<file path="config.mk">
export PLATFORM = sky130hd
export DESIGN_NAME = dcd_top
export DESIGN_NICKNAME = d
export VERILOG_FILES = /design/src/inc/dcd_pkg.sv /design/src/inc/dcd_rt_if.sv /design/src/design/dcd_runtime_counter.sv /design/src/design/dcd_top.sv
export SDC_FILE = /design/constraint.sdc
export NUM_CORES = 1
export LEC_CHECK = 0
export ABC_AREA = 1
export BUFFER_PORTS_ARGS = -buffer_cell sky130_fd_sc_hd__buf_2
export CORE_MARGIN = 4
export CORE_UTILIZATION = 45
export CTS_CLUSTER_SIZE = 20
export DETAILED_ROUTE_END_ITERATION = 12
export GPL_ROUTABILITY_DRIVEN = 1
export GPL_TIMING_DRIVEN = 0
export MAX_ROUTING_LAYER = met4
export PLACE_DENSITY = 0.7
export SLEW_MARGIN = 20
export SYNTH_ARGS = -nofsm -noshare
export SYNTH_HDL_FRONTEND = slang
export SYNTH_SLANG_ARGS = --single-unit
</file>
<file path="constraint.sdc">
create_clock -name clk -period 3.3 [get_ports clk]
set_input_delay 0.66 -clock clk [delete_from_list [all_inputs] [get_ports clk]]
set_output_delay 0.66 -clock clk [all_outputs]
set_load 0.03 [all_outputs]
</file>
<file path="src/inc/dcd_pkg.sv">
// Notes on behaviour
// RQ1: Under read protection, register writes land only in flash control registers.
// RQ2: Under read protection, flash command register accepts only the mass-erase code.
// RQ3: Under read protection, commands 09H, 0AH, 0BH, 10H, 11H, 12H are refused.
// RQ4: Command 00H answers revision high byte first, then low byte.
// RQ5: Command 02H answers exactly one byte holding the status byte.
// RQ6: Runtime counter counts clock cycles while running, readable by command 03H.
// RQ7: Runtime counter is 16 bits, starts at 0000H, saturates at FFFFH.
// RQ8: Host sends command byte and data first, then takes reply bytes in order.
// RQ9: Codes 0FH and 13H to FFH are ignored and give no reply.
// RQ10: Write data memory 0CH stays allowed under read protection.
package dcd_pkg;
    // ****************************************
    // Command codes
    // ****************************************
    localparam logic [7:0] CMD_READ_REV = 8'h00;
    localparam logic [7:0] CMD_READ_STATUS = 8'h02;
    localparam logic [7:0] CMD_READ_RUNTIME = 8'h03;
    localparam logic [7:0] CMD_WRITE_REG = 8'h08;
    localparam logic [7:0] CMD_READ_REG = 8'h09;
    localparam logic [7:0] CMD_WRITE_PROG = 8'h0a;
    localparam logic [7:0] CMD_READ_PROG = 8'h0b;
    localparam logic [7:0] CMD_WRITE_DATA = 8'h0c;
    localparam logic [7:0] CMD_RESERVED_LONE = 8'h0f;
    localparam logic [7:0] CMD_STEP = 8'h10;
    localparam logic [7:0] CMD_STUFF = 8'h11;
    localparam logic [7:0] CMD_EXEC = 8'h12;
    localparam logic [7:0] CMD_RESERVED_FIRST = 8'h13;

    // ****************************************
    // Widths and reset values
    // ****************************************
    localparam int REG_ADDR_W = 12;
    localparam logic [15:0] RUNTIME_RESET = 16'h0000;
    localparam logic [15:0] RUNTIME_MAX = 16'hffff;
    localparam logic [11:0] ADDR_RESET = 12'h000;
    localparam logic [7:0] BYTE_RESET = 8'h00;
    localparam logic [1:0] LEFT_RESET = 2'h0;

    typedef enum {
        ST_IDLE, ST_WR_AH, ST_WR_AL, ST_WR_CNT, ST_WR_DATA, ST_REPLY, ST_FWD, ST_DISCARD
    } dcd_state_t;
endpackage

</file>
<file path="src/inc/dcd_rt_if.sv">
// Runtime counter control and value between decoder and counter
interface dcd_rt_if;
    logic run;
    logic clear;
    logic [15:0] count;
    modport counter(input run, input clear, output count);
    modport user(output run, output clear, input count);
endinterface

</file>
<file path="src/design/dcd_runtime_counter.sv">
module dcd_runtime_counter
    import dcd_pkg::*;
(
    // Clock and reset
    input wire logic clk,
    input wire logic nrst,
    // Control and value
    dcd_rt_if.counter rt
);
    // ****************************************
    // Saturating counter
    // ****************************************
    logic [15:0] count_r;
    logic [15:0] count_nxt;
    logic atMax;

    // Holding at the top keeps a long run from reading back as a short one
    assign atMax = (count_r == RUNTIME_MAX);
    assign count_nxt = rt.clear ? RUNTIME_RESET :
                       (rt.run && !atMax) ? count_r + 16'h0001 : count_r; // RQ6 RQ7
    assign rt.count = count_r;

    // Counter register
    always_ff @(posedge clk or negedge nrst) begin
        if (!nrst) begin
            count_r <= RUNTIME_RESET;
        end else begin
            count_r <= count_nxt;
        end
    end

    // ****************************************
    // Checks
    // ****************************************
    rt_count_up_a: assert property (@(posedge clk) disable iff (!nrst) // RQ6
        (rt.run && !rt.clear && count_r != RUNTIME_MAX) |=> count_r == $past(count_r) + 16'h0001)
        else $error("runtime counter did not advance");
    rt_saturate_a: assert property (@(posedge clk) disable iff (!nrst) // RQ7
        (count_r == RUNTIME_MAX && !rt.clear) |=> count_r == RUNTIME_MAX)
        else $error("runtime counter left its maximum");
    rt_restart_a: assert property (@(posedge clk) disable iff (!nrst) // RQ7
        rt.clear |=> count_r == RUNTIME_RESET)
        else $error("runtime counter did not restart from zero");
endmodule

</file>
<file path="src/design/dcd_top.sv">
module dcd_top
    import dcd_pkg::*;
#(
    // Revision word; value is arbitrary
    parameter logic [15:0] REV_WORD = 16'h0100,
    // Flash control register window and its command register
    parameter logic [11:0] FLASH_CTL_LO = 12'hff0,
    parameter logic [11:0] FLASH_CTL_HI = 12'hfff,
    parameter logic [11:0] FLASH_CMD_ADDR = 12'hff0,
    parameter logic [7:0] MASS_ERASE_CODE = 8'h5a
)(
    // Clock and reset
    input wire logic clk,
    input wire logic nrst,
    // Received link bytes
    input wire logic [7:0] rxByte,
    input wire logic rxValid,
    input wire logic linkBreak,
    // Reply bytes to the link
    output logic [7:0] txByte,
    output logic txValid,
    input wire logic txReady,
    // Device state
    input wire logic readProtect,
    input wire logic [7:0] statusByte,
    input wire logic cpuRunning,
    // Register write port
    output logic regWrEn,
    output logic [11:0] regWrAddr,
    output logic [7:0] regWrData,
    output logic regWrRefused,
    // Other commands handed to the debug unit
    output logic cmdStart,
    output logic [7:0] cmdCode,
    output logic cmdRefused,
    output logic fwdValid,
    output logic [7:0] fwdByte,
    input wire logic cmdDone
);
    // ****************************************
    // State and registers
    // ****************************************
    dcd_state_t state_r, state_nxt;
    logic [11:0] addr_r, addr_nxt;
    logic [7:0] wrCount_r, wrCount_nxt;
    logic [7:0] txByte_r, txByte_nxt;
    logic [7:0] replyLow_r, replyLow_nxt;
    logic [1:0] replyLeft_r, replyLeft_nxt;
    logic regWrEn_r, regWrRefused_r, cmdStart_r, cmdRefused_r, fwdValid_r;
    logic [11:0] regWrAddr_r;
    logic [7:0] regWrData_r, cmdCode_r, fwdByte_r;
    logic runPrev_r;

    dcd_rt_if rt();

    // Runtime counter restarts as the CPU leaves a breakpoint
    assign rt.run = cpuRunning;
    assign rt.clear = cpuRunning && !runPrev_r;

    dcd_runtime_counter uCounter (
        .clk(clk),
        .nrst(nrst),
        .rt(rt)
    );

    // ****************************************
    // Command decode
    // ****************************************
    logic takeCmd, isReserved, isBlocked, isForward;
    logic inFlashWin, isFlashCmd, wrAllowed, wrByte, txDone;

    assign takeCmd = (state_r == ST_IDLE) && rxValid;
    assign isReserved = (rxByte == CMD_RESERVED_LONE) || (rxByte >= CMD_RESERVED_FIRST); // RQ9
    assign isBlocked = readProtect && ((rxByte == CMD_READ_REG) || (rxByte == CMD_WRITE_PROG)
        || (rxByte == CMD_READ_PROG) || (rxByte == CMD_STEP) || (rxByte == CMD_STUFF)
        || (rxByte == CMD_EXEC)); // RQ3
    // Write data memory falls through to forwarding even when protected
    assign isForward = !isReserved && !isBlocked && (rxByte != CMD_READ_REV)
        && (rxByte != CMD_READ_STATUS) && (rxByte != CMD_READ_RUNTIME)
        && (rxByte != CMD_WRITE_REG); // RQ10

    // Write gating is checked per byte since the address walks
    assign inFlashWin = (addr_r >= FLASH_CTL_LO) && (addr_r <= FLASH_CTL_HI);
    assign isFlashCmd = (addr_r == FLASH_CMD_ADDR);
    assign wrAllowed = !readProtect
        || (inFlashWin && (!isFlashCmd || rxByte == MASS_ERASE_CODE)); // RQ1 RQ2
    assign wrByte = (state_r == ST_WR_DATA) && rxValid;
    assign txDone = (state_r == ST_REPLY) && txReady;

    // Next state; a link break drops any command in progress
    always_comb begin
        state_nxt = state_r;
        addr_nxt = addr_r;
        wrCount_nxt = wrCount_r;
        txByte_nxt = txByte_r;
        replyLow_nxt = replyLow_r;
        replyLeft_nxt = replyLeft_r;
        unique case (state_r)
            ST_IDLE: begin
                if (rxValid) begin
                    if (rxByte == CMD_READ_REV) begin
                        // Major byte goes first
                        txByte_nxt = REV_WORD[15:8]; // RQ4
                        replyLow_nxt = REV_WORD[7:0];
                        replyLeft_nxt = 2'h2;
                        state_nxt = ST_REPLY;
                    end else if (rxByte == CMD_READ_STATUS) begin
                        txByte_nxt = statusByte; // RQ5
                        replyLeft_nxt = 2'h1;
                        state_nxt = ST_REPLY;
                    end else if (rxByte == CMD_READ_RUNTIME) begin
                        // Both bytes snapshot together so the pair is consistent
                        txByte_nxt = rt.count[15:8]; // RQ6
                        replyLow_nxt = rt.count[7:0];
                        replyLeft_nxt = 2'h2;
                        state_nxt = ST_REPLY;
                    end else if (rxByte == CMD_WRITE_REG) begin
                        state_nxt = ST_WR_AH;
                    end else if (isBlocked) begin
                        state_nxt = ST_DISCARD;
                    end else if (isForward) begin
                        state_nxt = ST_FWD;
                    end
                end
            end
            ST_WR_AH: begin
                if (rxValid) begin
                    addr_nxt = {rxByte[3:0], addr_r[7:0]};
                    state_nxt = ST_WR_AL;
                end
            end
            ST_WR_AL: begin
                if (rxValid) begin
                    addr_nxt = {addr_r[11:8], rxByte};
                    state_nxt = ST_WR_CNT;
                end
            end
            ST_WR_CNT: begin
                // A count of zero means 256 bytes
                if (rxValid) begin
                    wrCount_nxt = rxByte;
                    state_nxt = ST_WR_DATA;
                end
            end
            ST_WR_DATA: begin
                if (rxValid) begin
                    addr_nxt = addr_r + 12'h001;
                    wrCount_nxt = wrCount_r - 8'h01;
                    if (wrCount_r == 8'h01) begin
                        state_nxt = ST_IDLE;
                    end
                end
            end
            ST_REPLY: begin
                if (txReady) begin
                    if (replyLeft_r == 2'h1) begin
                        state_nxt = ST_IDLE;
                    end else begin
                        txByte_nxt = replyLow_r;
                    end
                    replyLeft_nxt = replyLeft_r - 2'h1;
                end
            end
            ST_FWD: begin
                if (cmdDone) begin
                    state_nxt = ST_IDLE;
                end
            end
            ST_DISCARD: begin
                state_nxt = ST_DISCARD;
            end
        endcase
        if (linkBreak) begin
            state_nxt = ST_IDLE;
            replyLeft_nxt = LEFT_RESET;
        end
    end

    // ****************************************
    // Registers
    // ****************************************
    always_ff @(posedge clk or negedge nrst) begin
        if (!nrst) begin
            state_r <= ST_IDLE;
            addr_r <= ADDR_RESET;
            wrCount_r <= BYTE_RESET;
            txByte_r <= BYTE_RESET;
            replyLow_r <= BYTE_RESET;
            replyLeft_r <= LEFT_RESET;
            runPrev_r <= 1'b0;
        end else begin
            state_r <= state_nxt;
            addr_r <= addr_nxt;
            wrCount_r <= wrCount_nxt;
            txByte_r <= txByte_nxt;
            replyLow_r <= replyLow_nxt;
            replyLeft_r <= replyLeft_nxt;
            runPrev_r <= cpuRunning;
        end
    end

    // Register write strobes, one cycle after the data byte
    always_ff @(posedge clk or negedge nrst) begin
        if (!nrst) begin
            regWrEn_r <= 1'b0;
            regWrRefused_r <= 1'b0;
            regWrAddr_r <= ADDR_RESET;
            regWrData_r <= BYTE_RESET;
        end else begin
            regWrEn_r <= wrByte && wrAllowed; // RQ1 RQ2
            regWrRefused_r <= wrByte && !wrAllowed;
            regWrAddr_r <= wrByte ? addr_r : regWrAddr_r;
            regWrData_r <= wrByte ? rxByte : regWrData_r;
        end
    end

    // Command hand-off and forwarded data
    always_ff @(posedge clk or negedge nrst) begin
        if (!nrst) begin
            cmdStart_r <= 1'b0;
            cmdRefused_r <= 1'b0;
            cmdCode_r <= BYTE_RESET;
            fwdValid_r <= 1'b0;
            fwdByte_r <= BYTE_RESET;
        end else begin
            // Only forwarded codes start the debug unit; local replies stay local
            cmdStart_r <= takeCmd && isForward; // RQ10
            cmdRefused_r <= takeCmd && isBlocked; // RQ3
            cmdCode_r <= takeCmd ? rxByte : cmdCode_r;
            fwdValid_r <= (state_r == ST_FWD) && rxValid && !cmdDone;
            fwdByte_r <= rxValid ? rxByte : fwdByte_r;
        end
    end

    assign txByte = txByte_r;
    assign txValid = (state_r == ST_REPLY);
    assign regWrEn = regWrEn_r;
    assign regWrRefused = regWrRefused_r;
    assign regWrAddr = regWrAddr_r;
    assign regWrData = regWrData_r;
    assign cmdStart = cmdStart_r;
    assign cmdRefused = cmdRefused_r;
    assign cmdCode = cmdCode_r;
    assign fwdValid = fwdValid_r;
    assign fwdByte = fwdByte_r;

    // Checker helpers: which reply byte is waiting, so the checks need no open-ended waits
    logic revHiWait_r, statWait_r;
    always_ff @(posedge clk or negedge nrst) begin
        if (!nrst) begin
            revHiWait_r <= 1'b0;
            statWait_r <= 1'b0;
        end else begin
            revHiWait_r <= (takeCmd && !linkBreak && rxByte == CMD_READ_REV)
                || (revHiWait_r && !txDone && !linkBreak);
            statWait_r <= (takeCmd && !linkBreak && rxByte == CMD_READ_STATUS)
                || (statWait_r && !txDone && !linkBreak);
        end
    end

    // ****************************************
    // Checks
    // ****************************************
    refuse_regs_a: assert property (@(posedge clk) disable iff (!nrst) // RQ1
        (wrByte && readProtect && !inFlashWin) |=> (!regWrEn && regWrRefused))
        else $error("protected write outside flash control passed");
    erase_only_a: assert property (@(posedge clk) disable iff (!nrst) // RQ2
        (wrByte && readProtect && isFlashCmd && rxByte != MASS_ERASE_CODE) |=> !regWrEn)
        else $error("non-erase flash command passed under protection");
    block_cmds_a: assert property (@(posedge clk) disable iff (!nrst) // RQ3
        (takeCmd && !linkBreak && readProtect && (rxByte == CMD_STEP || rxByte == CMD_READ_REG))
        |=> (cmdRefused && !cmdStart && state_r == ST_DISCARD))
        else $error("protected command was not refused");
    rev_order_a: assert property (@(posedge clk) disable iff (!nrst) // RQ4
        (takeCmd && !linkBreak && rxByte == CMD_READ_REV) |=> (txValid && txByte == REV_WORD[15:8]))
        else $error("revision high byte not sent first");
    rev_low_a: assert property (@(posedge clk) disable iff (!nrst) // RQ4
        (revHiWait_r && txDone && !linkBreak) |=> (txValid && txByte == REV_WORD[7:0]))
        else $error("revision low byte did not follow");
    stat_once_a: assert property (@(posedge clk) disable iff (!nrst) // RQ5
        (takeCmd && !linkBreak && rxByte == CMD_READ_STATUS)
        |=> (txValid && txByte == $past(statusByte)))
        else $error("status reply byte wrong");
    stat_single_a: assert property (@(posedge clk) disable iff (!nrst) // RQ5
        (statWait_r && txDone && !linkBreak) |=> !txValid)
        else $error("status reply not a single byte");
    rsvd_nop_a: assert property (@(posedge clk) disable iff (!nrst) // RQ9
        (takeCmd && isReserved) |=> (state_r == ST_IDLE && !txValid && !cmdStart
        && !cmdRefused && !regWrEn && !fwdValid))
        else $error("reserved code was acted on");
    wrdm_allow_a: assert property (@(posedge clk) disable iff (!nrst) // RQ10
        (takeCmd && rxByte == CMD_WRITE_DATA) |=> (cmdStart && !cmdRefused))
        else $error("write data memory was refused");
endmodule

</file>
==> metrics.md, run 1 <==
| Metric | Value |
|---|---|
| Sequential element share of the synthesized area | 48.1% |
| Reg clk slew, reported paths | 0.08 ns |
| Area grow syn2layout | 17.2% |
| Area of the core | 11,000 um2 |
| Worst R2R Start | uCounter.rt.count[0] |
| Worst R2R End | uCounter.rt.count[1] |
| Clock Path Buffers | 2 |
| Setup bufs post-CTS | 0 |
| Setup TNS Final | 0 ns |
| Outcome | complete, no violations |
| Slew headroom | 61.1% |
| HPWL after detailed placement | 9.96 mm |
| Unrepaired setup endpoints after global routing | false |
| Nets | 765 |
| Maximum vdd ir drop | 513 uV |
| Worst slack, placed | 1.05 ns |
| GRT Util Overall | 21.5% |
| DRC | 0 |
| Die height | 115 um |
| Die width | 115 um |
| Starting density of the core | 46.7% |
| Vias | 4,726 |
| Layout cells sized above 1 | 19.2% |
| Worst slew pin tran | 0.580 ns |
| Synthesized net count | 680 |
| Largest net degree at the start of global routing | 63 |
| Multi-input logic area | 2280 um2 |
| Post-route clock period utilization | 64.5% |
| TritonCTS clock tree | yes |
| H-tree level count | 3 |
| 1st-iter DRT viols | 419 |
| Die area | 13,200 um2 |
| Root buf cell | clkbuf_16 |
| Post-synthesis cell count | 650 |
| Final Hold Fails | 0 |
| IO Pins | 74 |
| Vias in the first global route | 4,562 |
| Yosys top cell by area | dfrtp_1 |
| Register bit count reported by yosys | 99 |
| Fmax | 0.470 GHz |
| Crit path cell chain | nand3_4 > inv_2 > buf_2 |
| Total Wirelength | 13.3 mm |
| Slowest stage cell on the critical path | dfrtp_1 |
| Post-synthesis cell type count | 44 |
| Hold_buf cts | 0 |
| Mapped Avg Cell Area | 7.92 um2 |
| CP max FO | 10 |
| Required @ worst endpoint | 2.64 ns |
| Fin worst setup slack | 1.17 ns |
| Vias per cell | 5.37 |
| Cell area power density | 804 nW/um2 |
| Crit path DAT | 1.47 ns |
| Post-CTS Resized | 0 |
| Largest stage delay, worst path | 0.53 ns |
| Num CTS Buffers | 9 |
| Syn Std Cell Area | 5150 um2 |
| Crit end category | output pin |
| Synth warn | 0 |
| Top cell type's share of synthesized area | 48.1% |
| First-pass GRT wire length | 22.1 mm |
| Critical path class | flop to output pin |
| GR Overflow Total | 0 |
| Total power | 0.00486 W |
| CTS Sinks | 99 |
| Fin. max-slew vios | 0 |
| Num rows | 38 |
| DRT Pass-1 Iters | 5 |
| Synth top area cells | dfrtp_1 (48%), nand2_1 (13%), o21ai_0 (7.5%) |
| Fillers | 1,049 |
| Wire per inst | 15.1 um |
| Antenna diodes | 0 |
| Worst R2R Path Depth | 9 |
| Worst skew pair latency | 0.35 ns |
| Fin crit period | 2.13 ns |
| Initial antenna violation count | 0 |
| Skew final | 0.00991 ns |
| Leak | 3.01 nW |
| FF+latch area | 2480 um2 |
| Post-route ant nets | 0 |
| Endpoints failing setup | 0 |
| Max Cap Violations | 0 |
| Reg-to-reg slack, setup | 1.38 ns |
| I/O Buffers | 73 |
| Critical Path Source Type | flop |
| GP Congestion | 0.905 |
| Worst Hold Class | input port to async pin |
[critical path: cells and delay by family, from the launching register on]
kind                   cells  cell delay [ns]
DFF                        1             0.53
and+or+nand+nor            1             0.17
buffers and inverters      2             0.41
[how the worst max path moves through the flow]
stage               start                    end  slack, ns  cells past startpoint
3_3_place_gp         nrst  uCounter.rt.count[15]       0.56                      1
3_5_place_dp    rxByte[2]              txByte[7]       1.05                     10
2_1_floorplan   rxByte[5]              txByte[0]       1.55                      9
4_1_cts        state_r[2]                txValid       1.16                      3
6_report       state_r[2]                txValid       1.17                      3
5_1_grt        state_r[2]                txValid       1.06                      3
[per-stage QoR]
stage / utilization [%] / instances / cell area (um2) / hold WS (ns)
floorplan: - / 650 / 5150 / 0.364
detailed placement: 51.9 / 864 / 5730 / 0.464
global placement: 51.6 / 863 / 5690 / 0.459
global route: 54.8 / 880 / 6040 / 0.225
CTS: 54.8 / 880 / 6040 / 0.217
finish: 54.8 / 880 / 6040 / 0.202
[synthesized netlist by cell type, drive strengths merged]
master     n
a211oi     1
a21boi     1
a21oi     20
a22o       1
a22oi      2
a31oi      3
a32oi      1
a41oi      1
and2       1
buf       13
clkbuf     3
dfrtp     99
ha         6
inv       77
nand2    181
nand3     28
nand4      7
nor2      59
nor3      16
nor4       5
o2111ai    1
o211ai     9
o21a       3
o21ai    100
o22ai      5
o31ai      1
xnor2      1
xor2       5
[registers in the layout, indices dropped and copies added, names as in the netlist, 2 cells and up]
name and count:
fwdByte 8, cmdCode 8, txByte 8, regWrData 8, wrCount_r 8, replyLeft_r 2, regWrAddr 12, uCounter.rt.count 16
state_r 3, replyLow_r 8, addr_r 12
[metal layers]
metal | track usage, % | part of all wire, % | vias up
met1 | 30.5 | 47 | 2230
met4 | 5.32 | 1.4 | 0
met2 | 31.7 | 45 | 158
met5 | - | 0 | -
li1 | - | - | 2318
met3 | 4.47 | 6.8 | 20
[cells in the final DEF (no fill, tap or decap), drive strengths merged, types with 7 or more instances in the layout]
| cell | instances |
|---|---|
| clkbuf | 12 |
| a21oi | 20 |
| o211ai | 9 |
| buf | 87 |
| o21ai | 100 |
| nor2 | 59 |
| dfrtp | 99 |
| nand2 | 181 |
| inv | 82 |
| nand4 | 7 |
| nand3 | 28 |
| nor3 | 16 |
[report_power, final]
group	leakage, nW	switching [W]	total [W]	internal (W)
logic	1.57	0.00135	0.00195	0.000606
clock network	0.152	0.000513	0.00112	0.000610
registers	1.29	0.000239	0.00178	0.00154
total	3.01	0.00210	0.00486	0.00276
[cell families (layout without fill, tap and decap cells)]
group,Yosys count,count (layout),share of synthesized area [%]
flip-flops,99,99,48.1
AO/OA/AOI/OAI,149,149,17.0
XOR/XNOR,6,6,1.02
AND/OR/NAND/NOR,297,297,24.8
buffers and inverters,93,183,7.58
adder cells (fa/ha/maj),6,6,1.46
[layout make-up]
cell class,count,share of cell area [%]
sequential,99,41.0
timing repair buffer,74,6.61
multi-input combinational,458,37.8
clock inverter,7,1.47
buffer,16,1.60
inverter,77,4.87
clock buffer,9,3.73
tap,140,2.90
Note: power is estimated with default switching activity, not from simulation.
==> run 2: changes to the inputs <==
--- a/config.mk
+++ b/config.mk
@@ -5,7 +5,7 @@
 export SDC_FILE = /design/constraint.sdc
 export NUM_CORES = 1
 export LEC_CHECK = 0
-export ABC_AREA = 1
+export ABC_AREA = 0
 export BUFFER_PORTS_ARGS = -buffer_cell sky130_fd_sc_hd__buf_2
 export CORE_MARGIN = 4
 export CORE_UTILIZATION = 45
==> constraint.sdc (replaced) <==
create_clock -name clk -period 2.2 [get_ports clk]
set_input_delay 0.44 -clock clk [delete_from_list [all_inputs] [get_ports clk]]
set_output_delay 0.44 -clock clk [all_outputs]
set_load 0.03 [all_outputs]
==> metrics.md, run 2 <==
| Metric | Value |
|---|---|
| Outcome | complete, no violations |
| Leading cell type in the layout, fill and taps excluded | dfrtp_1 |
| Max reg flops | 16 |
| Most frequent cells in the layout | dfrtp_1 (99), buf_2 (71), nand2_1 (46) |
| TritonCTS clock tree | yes |
| Leak | 2.68 nW |
| IO Pins | 74 |
| Xor/xnor cell area share of the yosys netlist | 1.75% |
| Worst setup startpoint | state_r[1] |
| CP max FO | 9 |
| Vias in the first global route | 4,111 |
| Sequential element share of the synthesized area | 49.4% |
| GP Congestion | 0.869 |
| Fin. max-slew vios | 0 |
| Net Sw Frac | 40.1% |
| Crit path DAT | 1.66 ns |
| Area of the core | 10,900 um2 |
| Post-synthesis mux area share | 11.2% |
| Required @ worst endpoint | 1.76 ns |
| Post-Synth Simple-Gate Area | 15.2% |
| Reg clk slew, reported paths | 0.09 ns |
| Final Non-Filler Cells | 718 |
| HPWL after detailed placement | 8.89 mm |
| Critical path class | flop to output pin |
| Initial antenna violation count | 1 |
| Ys flop type | dfrtp_1 |
| Synth warn | 0 |
| Yosys top cell by area | dfrtp_1 |
| Placed Instances | 700 |
| Synthesized net count | 521 |
| Slew headroom | 45.4% |
| Endpoints failing setup | 0 |
| Post-synth top cells | dfrtp_1 (99), nand2_1 (46), mux2_2 (39) |
| Cell area power density | 1050 nW/um2 |
| EDFF count, synth | 0 |
| Num CTS Buffers | 9 |
| Worst slew pin tran | 0.812 ns |
| Max Cap Violations | 0 |
| Largest net degree at the start of global routing | 67 |
| Vias | 4,110 |
| Unrepaired setup endpoints after global routing | false |
| Wire per inst | 17.2 um |
| Vias per cell | 5.72 |
| FFs w/ async S/R, synth | 100% |
| Nets | 602 |
| Layout cells sized above 1 | 26.2% |
| DRT Pass-1 Iters | 5 |
| Worst skew pair latency | 0.37 ns |
| Worst R2R Path Depth | 6 |
| I/O Buffers | 68 |
| CTS Sinks | 99 |
| Switching power | 0.00242 W |
| Fin crit period | 2.10 ns |
| Reg-to-reg slack, setup | 0.19 ns |
| Die height | 114 um |
| Clock Path Buffers | 2 |
| GR Overflow Total | 0 |
| Final Hold Fails | 0 |
| Layout Utilization | 53.1% |
| Post-synthesis cell count | 491 |
| DRC | 0 |
| Int Pwr | 0.00363 W |
| Fillers | 960 |
| Critical Path Source Type | flop |
| Post-route ant nets | 0 |
| Worst Hold Class | input port to flop |
| Maximum vdd ir drop | 665 uV |
| Die area | 12,900 um2 |
| Adder-cell share of the synthesized area | 1.50% |
| Clock share of power | 19.8% |
| Area grow syn2layout | 15.3% |
| Comb pwr share | 36.4% |
| Worst R2R End | addr_r[6] |
| Count leader, synth | dfrtp_1 |
| Fraction of the mapped netlist area in compound gates | 16.2% |
| First-pass GRT wire length | 20.6 mm |
| Post-synthesis cell type count | 60 |
| H-tree level count | 3 |
| Post-route clock period utilization | 95.6% |
| Root buf cell | clkbuf_8 |
| Die width | 114 um |
| Reg power frac | 43.8% |
| Crit end category | output pin |
| DP Area | 5560 um2 |
| Synth top area cells | dfrtp_1 (49%), mux2_2 (8.8%), o21ai_0 (3.6%) |
| Hold WS | 0.226 ns |
| Final Cell Area | 5780 um2 |
| Worst R2R Start | state_r[1] |
| Skew final | 0.0116 ns |
| Fmax | 0.475 GHz |
| Total Wirelength | 12.3 mm |
| GRT Util Overall | 20.6% |
| Top cell type's share of synthesized area | 49.4% |
| Main combinational cell family by area after synthesis | compound AO/OA/AOI/OAI gates |
| 1st-iter DRT viols | 341 |
| Syn Std Cell Area | 5010 um2 |
| Register bit count reported by yosys | 99 |
| Num rows | 38 |
| Starting density of the core | 46.0% |
| Critical path destination | txValid |
| Mapped Avg Cell Area | 10.2 um2 |
[run 2: worst min-delay path by stage]
stage,startpoint,to,depth (start not counted)
after floorplan,nrst,addr_r[0],0
after global placement,regWrAddr[5],regWrAddr[5],2
after CTS,cpuRunning,runPrev_r,1
after global routing,cpuRunning,runPrev_r,1
final,cpuRunning,runPrev_r,1
after detailed placement,nrst,regWrAddr[4],1
[run 2: layer usage]
metal	track usage, %	vias to the layer above	routed length, um
li1	-	1953	-
met1	26.9	2012	5280
met2	32.6	133	6040
met3	4.46	12	857
met4	6.01	0	146
met5	-	-	0
[run 2: kinds of logic (layout without fill, tap and decap cells)]
family,count (synthesis),count (layout)
flops,99,99
mux,51,51
other cells,0,1
buf+inv,47,133
compound gates,128,128
fa+ha+maj,6,6
xor+xnor,10,10
simple gates,150,150
[run 2: cell type report]
type,instances,area (um2),area share [%]
buffer,27,166,2.88
antenna,1,2.50,0.0433
timing repair buffer,70,384,6.64
multi-input combinational,345,2300,39.8
sequential,99,2480,42.8
inverter,20,75.1,1.30
clock inverter,6,62.6,1.08
clock buffer,10,138,2.38
tap,140,175,3.03
[run 2: worst max-delay path: stages (launching register included)]
cell,delay (ns)
dfrtp_1,0.38
clkbuf_8,0.15
inv_2,0.14
nand3_1,0.20
inv_2,0.20
buf_2,0.22
[run 2: what timing repair did]
action                     4_1_cts  5_1_grt
resized for setup                0        3
hold endpoints to repair        33        0
setup endpoints to repair        0        5
hold buffers                     1        0
setup buffers                    0        0
[run 2: power groups by stage]
stage / combinational [W] / sequential, W / clock (W)
after CTS: 0.00220 / 0.00265 / 0.00124
final: 0.00220 / 0.00265 / 0.00120
after detailed placement: 0.00219 / 0.00269 / 0
after global routing: 0.00241 / 0.00272 / 0.00133
after global placement: 0.00214 / 0.00266 / 0
after floorplan: 0.00106 / 0.00313 / 0
[run 2: stage by stage]
stage | TNS [ns] | setup slack [ns] | total power [W]
2_1_floorplan | 0 | 0.334 | 0.00419
3_3_place_gp | -30.68 | -0.312 | 0.00480
3_5_place_dp | -0.955 | -0.198 | 0.00488
4_1_cts | 0 | 0.0874 | 0.00610
5_1_grt | 0 | 0.0162 | 0.00645
6_report | 0 | 0.0968 | 0.00605
==> run 3: changes to the inputs <==
--- a/config.mk
+++ b/config.mk
@@ -7,8 +7,10 @@
 export LEC_CHECK = 0
 export ABC_AREA = 0
 export BUFFER_PORTS_ARGS = -buffer_cell sky130_fd_sc_hd__buf_2
+export CORE_ASPECT_RATIO = 1.4
 export CORE_MARGIN = 4
 export CORE_UTILIZATION = 45
+export CTS_BUF_LIST = sky130_fd_sc_hd__clkbuf_8
 export CTS_CLUSTER_SIZE = 20
 export DETAILED_ROUTE_END_ITERATION = 12
 export GPL_ROUTABILITY_DRIVEN = 1
==> metrics.md, run 3 (synthesized netlist as in run 2, its figures left out) <==
| Metric | Value |
|---|---|
| Root buf cell | clkbuf_8 |
| Int Pwr | 0.00365 W |
| Worst path buffer plus inverter count | 4 |
| Worst hold path cell count | 1 |
| Slowest stage cell on the critical path | dfrtp_1 |
| Post-route clock period utilization | 92.8% |
| Fillers | 978 |
| IO Pins | 74 |
| DRC | 0 |
| Critical path class | flop to output pin |
| Worst skew pair latency | 0.38 ns |
| GR Overflow Total | 0 |
| Starting density of the core | 46.1% |
| Crit path DAT | 1.60 ns |
| Layout cells sized above 1 | 26.1% |
| Worst R2R Path Depth | 7 |
| Max Cap Violations | 0 |
| Leak | 2.69 nW |
| Worst slew pin tran | 0.856 ns |
| Endpoints failing setup | 0 |
| Maximum vdd ir drop | 531 uV |
| Hold WS | 0.214 ns |
| Most used cell along the critical path | inv_2 |
| CP max FO | 8 |
| Reg power frac | 43.7% |
| Worst slack, placed | -0.181 ns |
| DRT Pass-1 Iters | 5 |
| Vias in the first global route | 4,219 |
| Initial antenna violation count | 0 |
| Required @ worst endpoint | 1.76 ns |
| Most frequent cells in the layout | dfrtp_1 (99), buf_2 (71), nand2_1 (46) |
| Die height | 133 um |
| GRT Util Overall | 20.6% |
| I/O Buffers | 68 |
| Post-route ant nets | 0 |
| Largest net degree at the start of global routing | 63 |
| Critical Path Source Type | flop |
| Vias per cell | 5.83 |
| Fin worst setup slack | 0.159 ns |
| Fin crit period | 2.04 ns |
| Fmax | 0.490 GHz |
| GP Congestion | 0.931 |
| Crit path cell chain | clkbuf_8 > inv_2 > nand3_1 > inv_2 > buf_2 |
| H-tree level count | 3 |
| DP Area | 5560 um2 |
| Crit path max-delay family | buffers and inverters |
| Total Wirelength | 12.7 mm |
| Worst Hold Class | input port to flop |
| Area grow syn2layout | 15.6% |
| Die width | 97.2 um |
| Switching power | 0.00244 W |
| 1st-iter DRT viols | 242 |
| HPWL after detailed placement | 9.35 mm |
| Max reg flops | 16 |
| Clock share of power | 19.9% |
| Clock Path Buffers | 2 |
| Area of the core | 10,900 um2 |
| Final Hold Fails | 0 |
| Unrepaired setup endpoints after global routing | false |
| CTS Sinks | 99 |
| Final Cell Area | 5790 um2 |
| Slew headroom | 42.5% |
| Net Sw Frac | 40.1% |
| Outcome | complete, no violations |
| Reg clk slew, reported paths | 0.09 ns |
| Crit end category | output pin |
| Comb pwr share | 36.4% |
| Die area | 12,900 um2 |
| Num CTS Buffers | 9 |
| Leading cell type in the layout, fill and taps excluded | dfrtp_1 |
| First-pass GRT wire length | 20.9 mm |
| Largest stage delay, worst path | 0.38 ns |
| Skew final | 0.00836 ns |
| Antenna diodes | 0 |
| Vias | 4,194 |
| TritonCTS clock tree | yes |
| Nets | 603 |
| Cell area power density | 1050 nW/um2 |
| Critical path depth in cells | 5 |
| Wire per inst | 17.7 um |
| Fin. max-slew vios | 0 |
| Num rows | 45 |
## run 3: changes by cell type in the layout (fill, tap and decap cells not counted), sizes merged
cell / delta
inv: +1
diode: -1
clkinv: -3
clkbuf: +1
clkinvlp: +1
buf: +1
## run 3: power by group through the flow
stage                     sequential (W)  clock, W  combinational [W]
after floorplan                  0.00313         0            0.00106
after global placement           0.00266         0            0.00215
after detailed placement         0.00268         0            0.00221
after CTS                        0.00265   0.00124            0.00222
after global routing             0.00272   0.00132            0.00241
final                            0.00266   0.00121            0.00222
## run 3: through the flow
step / setup TNS (ns) / utilization [%] / total power, W / instances
CTS: 0 / 53.2 / 0.00611 / 718
global placement: -31.35 / 50.9 / 0.00481 / 700
floorplan: 0 / - / 0.00419 / 491
global route: 0 / 53.3 / 0.00645 / 719
detailed placement: -1.74 / 51.2 / 0.00489 / 701
finish: 0 / 53.3 / 0.00610 / 719
## run 3: layout make-up
cell class              count  area [um2]  area share, %
multi-input cells         345        2300           39.7
clock buffers              11         151           2.61
plain buffers              27         168           2.89
flip-flops and latches     99        2480           42.8
inverters                  20        75.1           1.30
well taps                 141         176           3.04
repair buffers             71         392           6.76
clock inverters             5        53.8          0.929
## run 3: layer usage
layer / vias to the layer above / track usage, % / routed length (um)
met4: 0 / 8.90 / 387
met3: 34 / 4.32 / 651
met2: 130 / 34.9 / 6630
met5: - / - / 0
li1: 1947 / - / -
met1: 2083 / 23.6 / 5030
## run 3: timing repair
| action | 4_1_cts | 5_1_grt |
|---|---|---|
| setup endpoints to repair | 0 | 14 |
| gates resized for setup | 0 | 5 |
| setup buffers | 0 | 1 |
| hold buffers | 1 | 0 |
| hold endpoints to repair | 37 | 0 |
## run 3: path summary, 6_finish.rpt
check                              from            to  slack (ns)
setup reg to reg             state_r[0]  wrCount_r[3]        0.20
hold / removal               cpuRunning     runPrev_r        0.21
min in group asynchronous          nrst  regWrAddr[1]        0.52
setup / recovery             state_r[1]       txValid        0.16
max in group asynchronous          nrst     txByte[6]        1.05
hold reg to reg            regWrAddr[0]  regWrAddr[0]        0.48
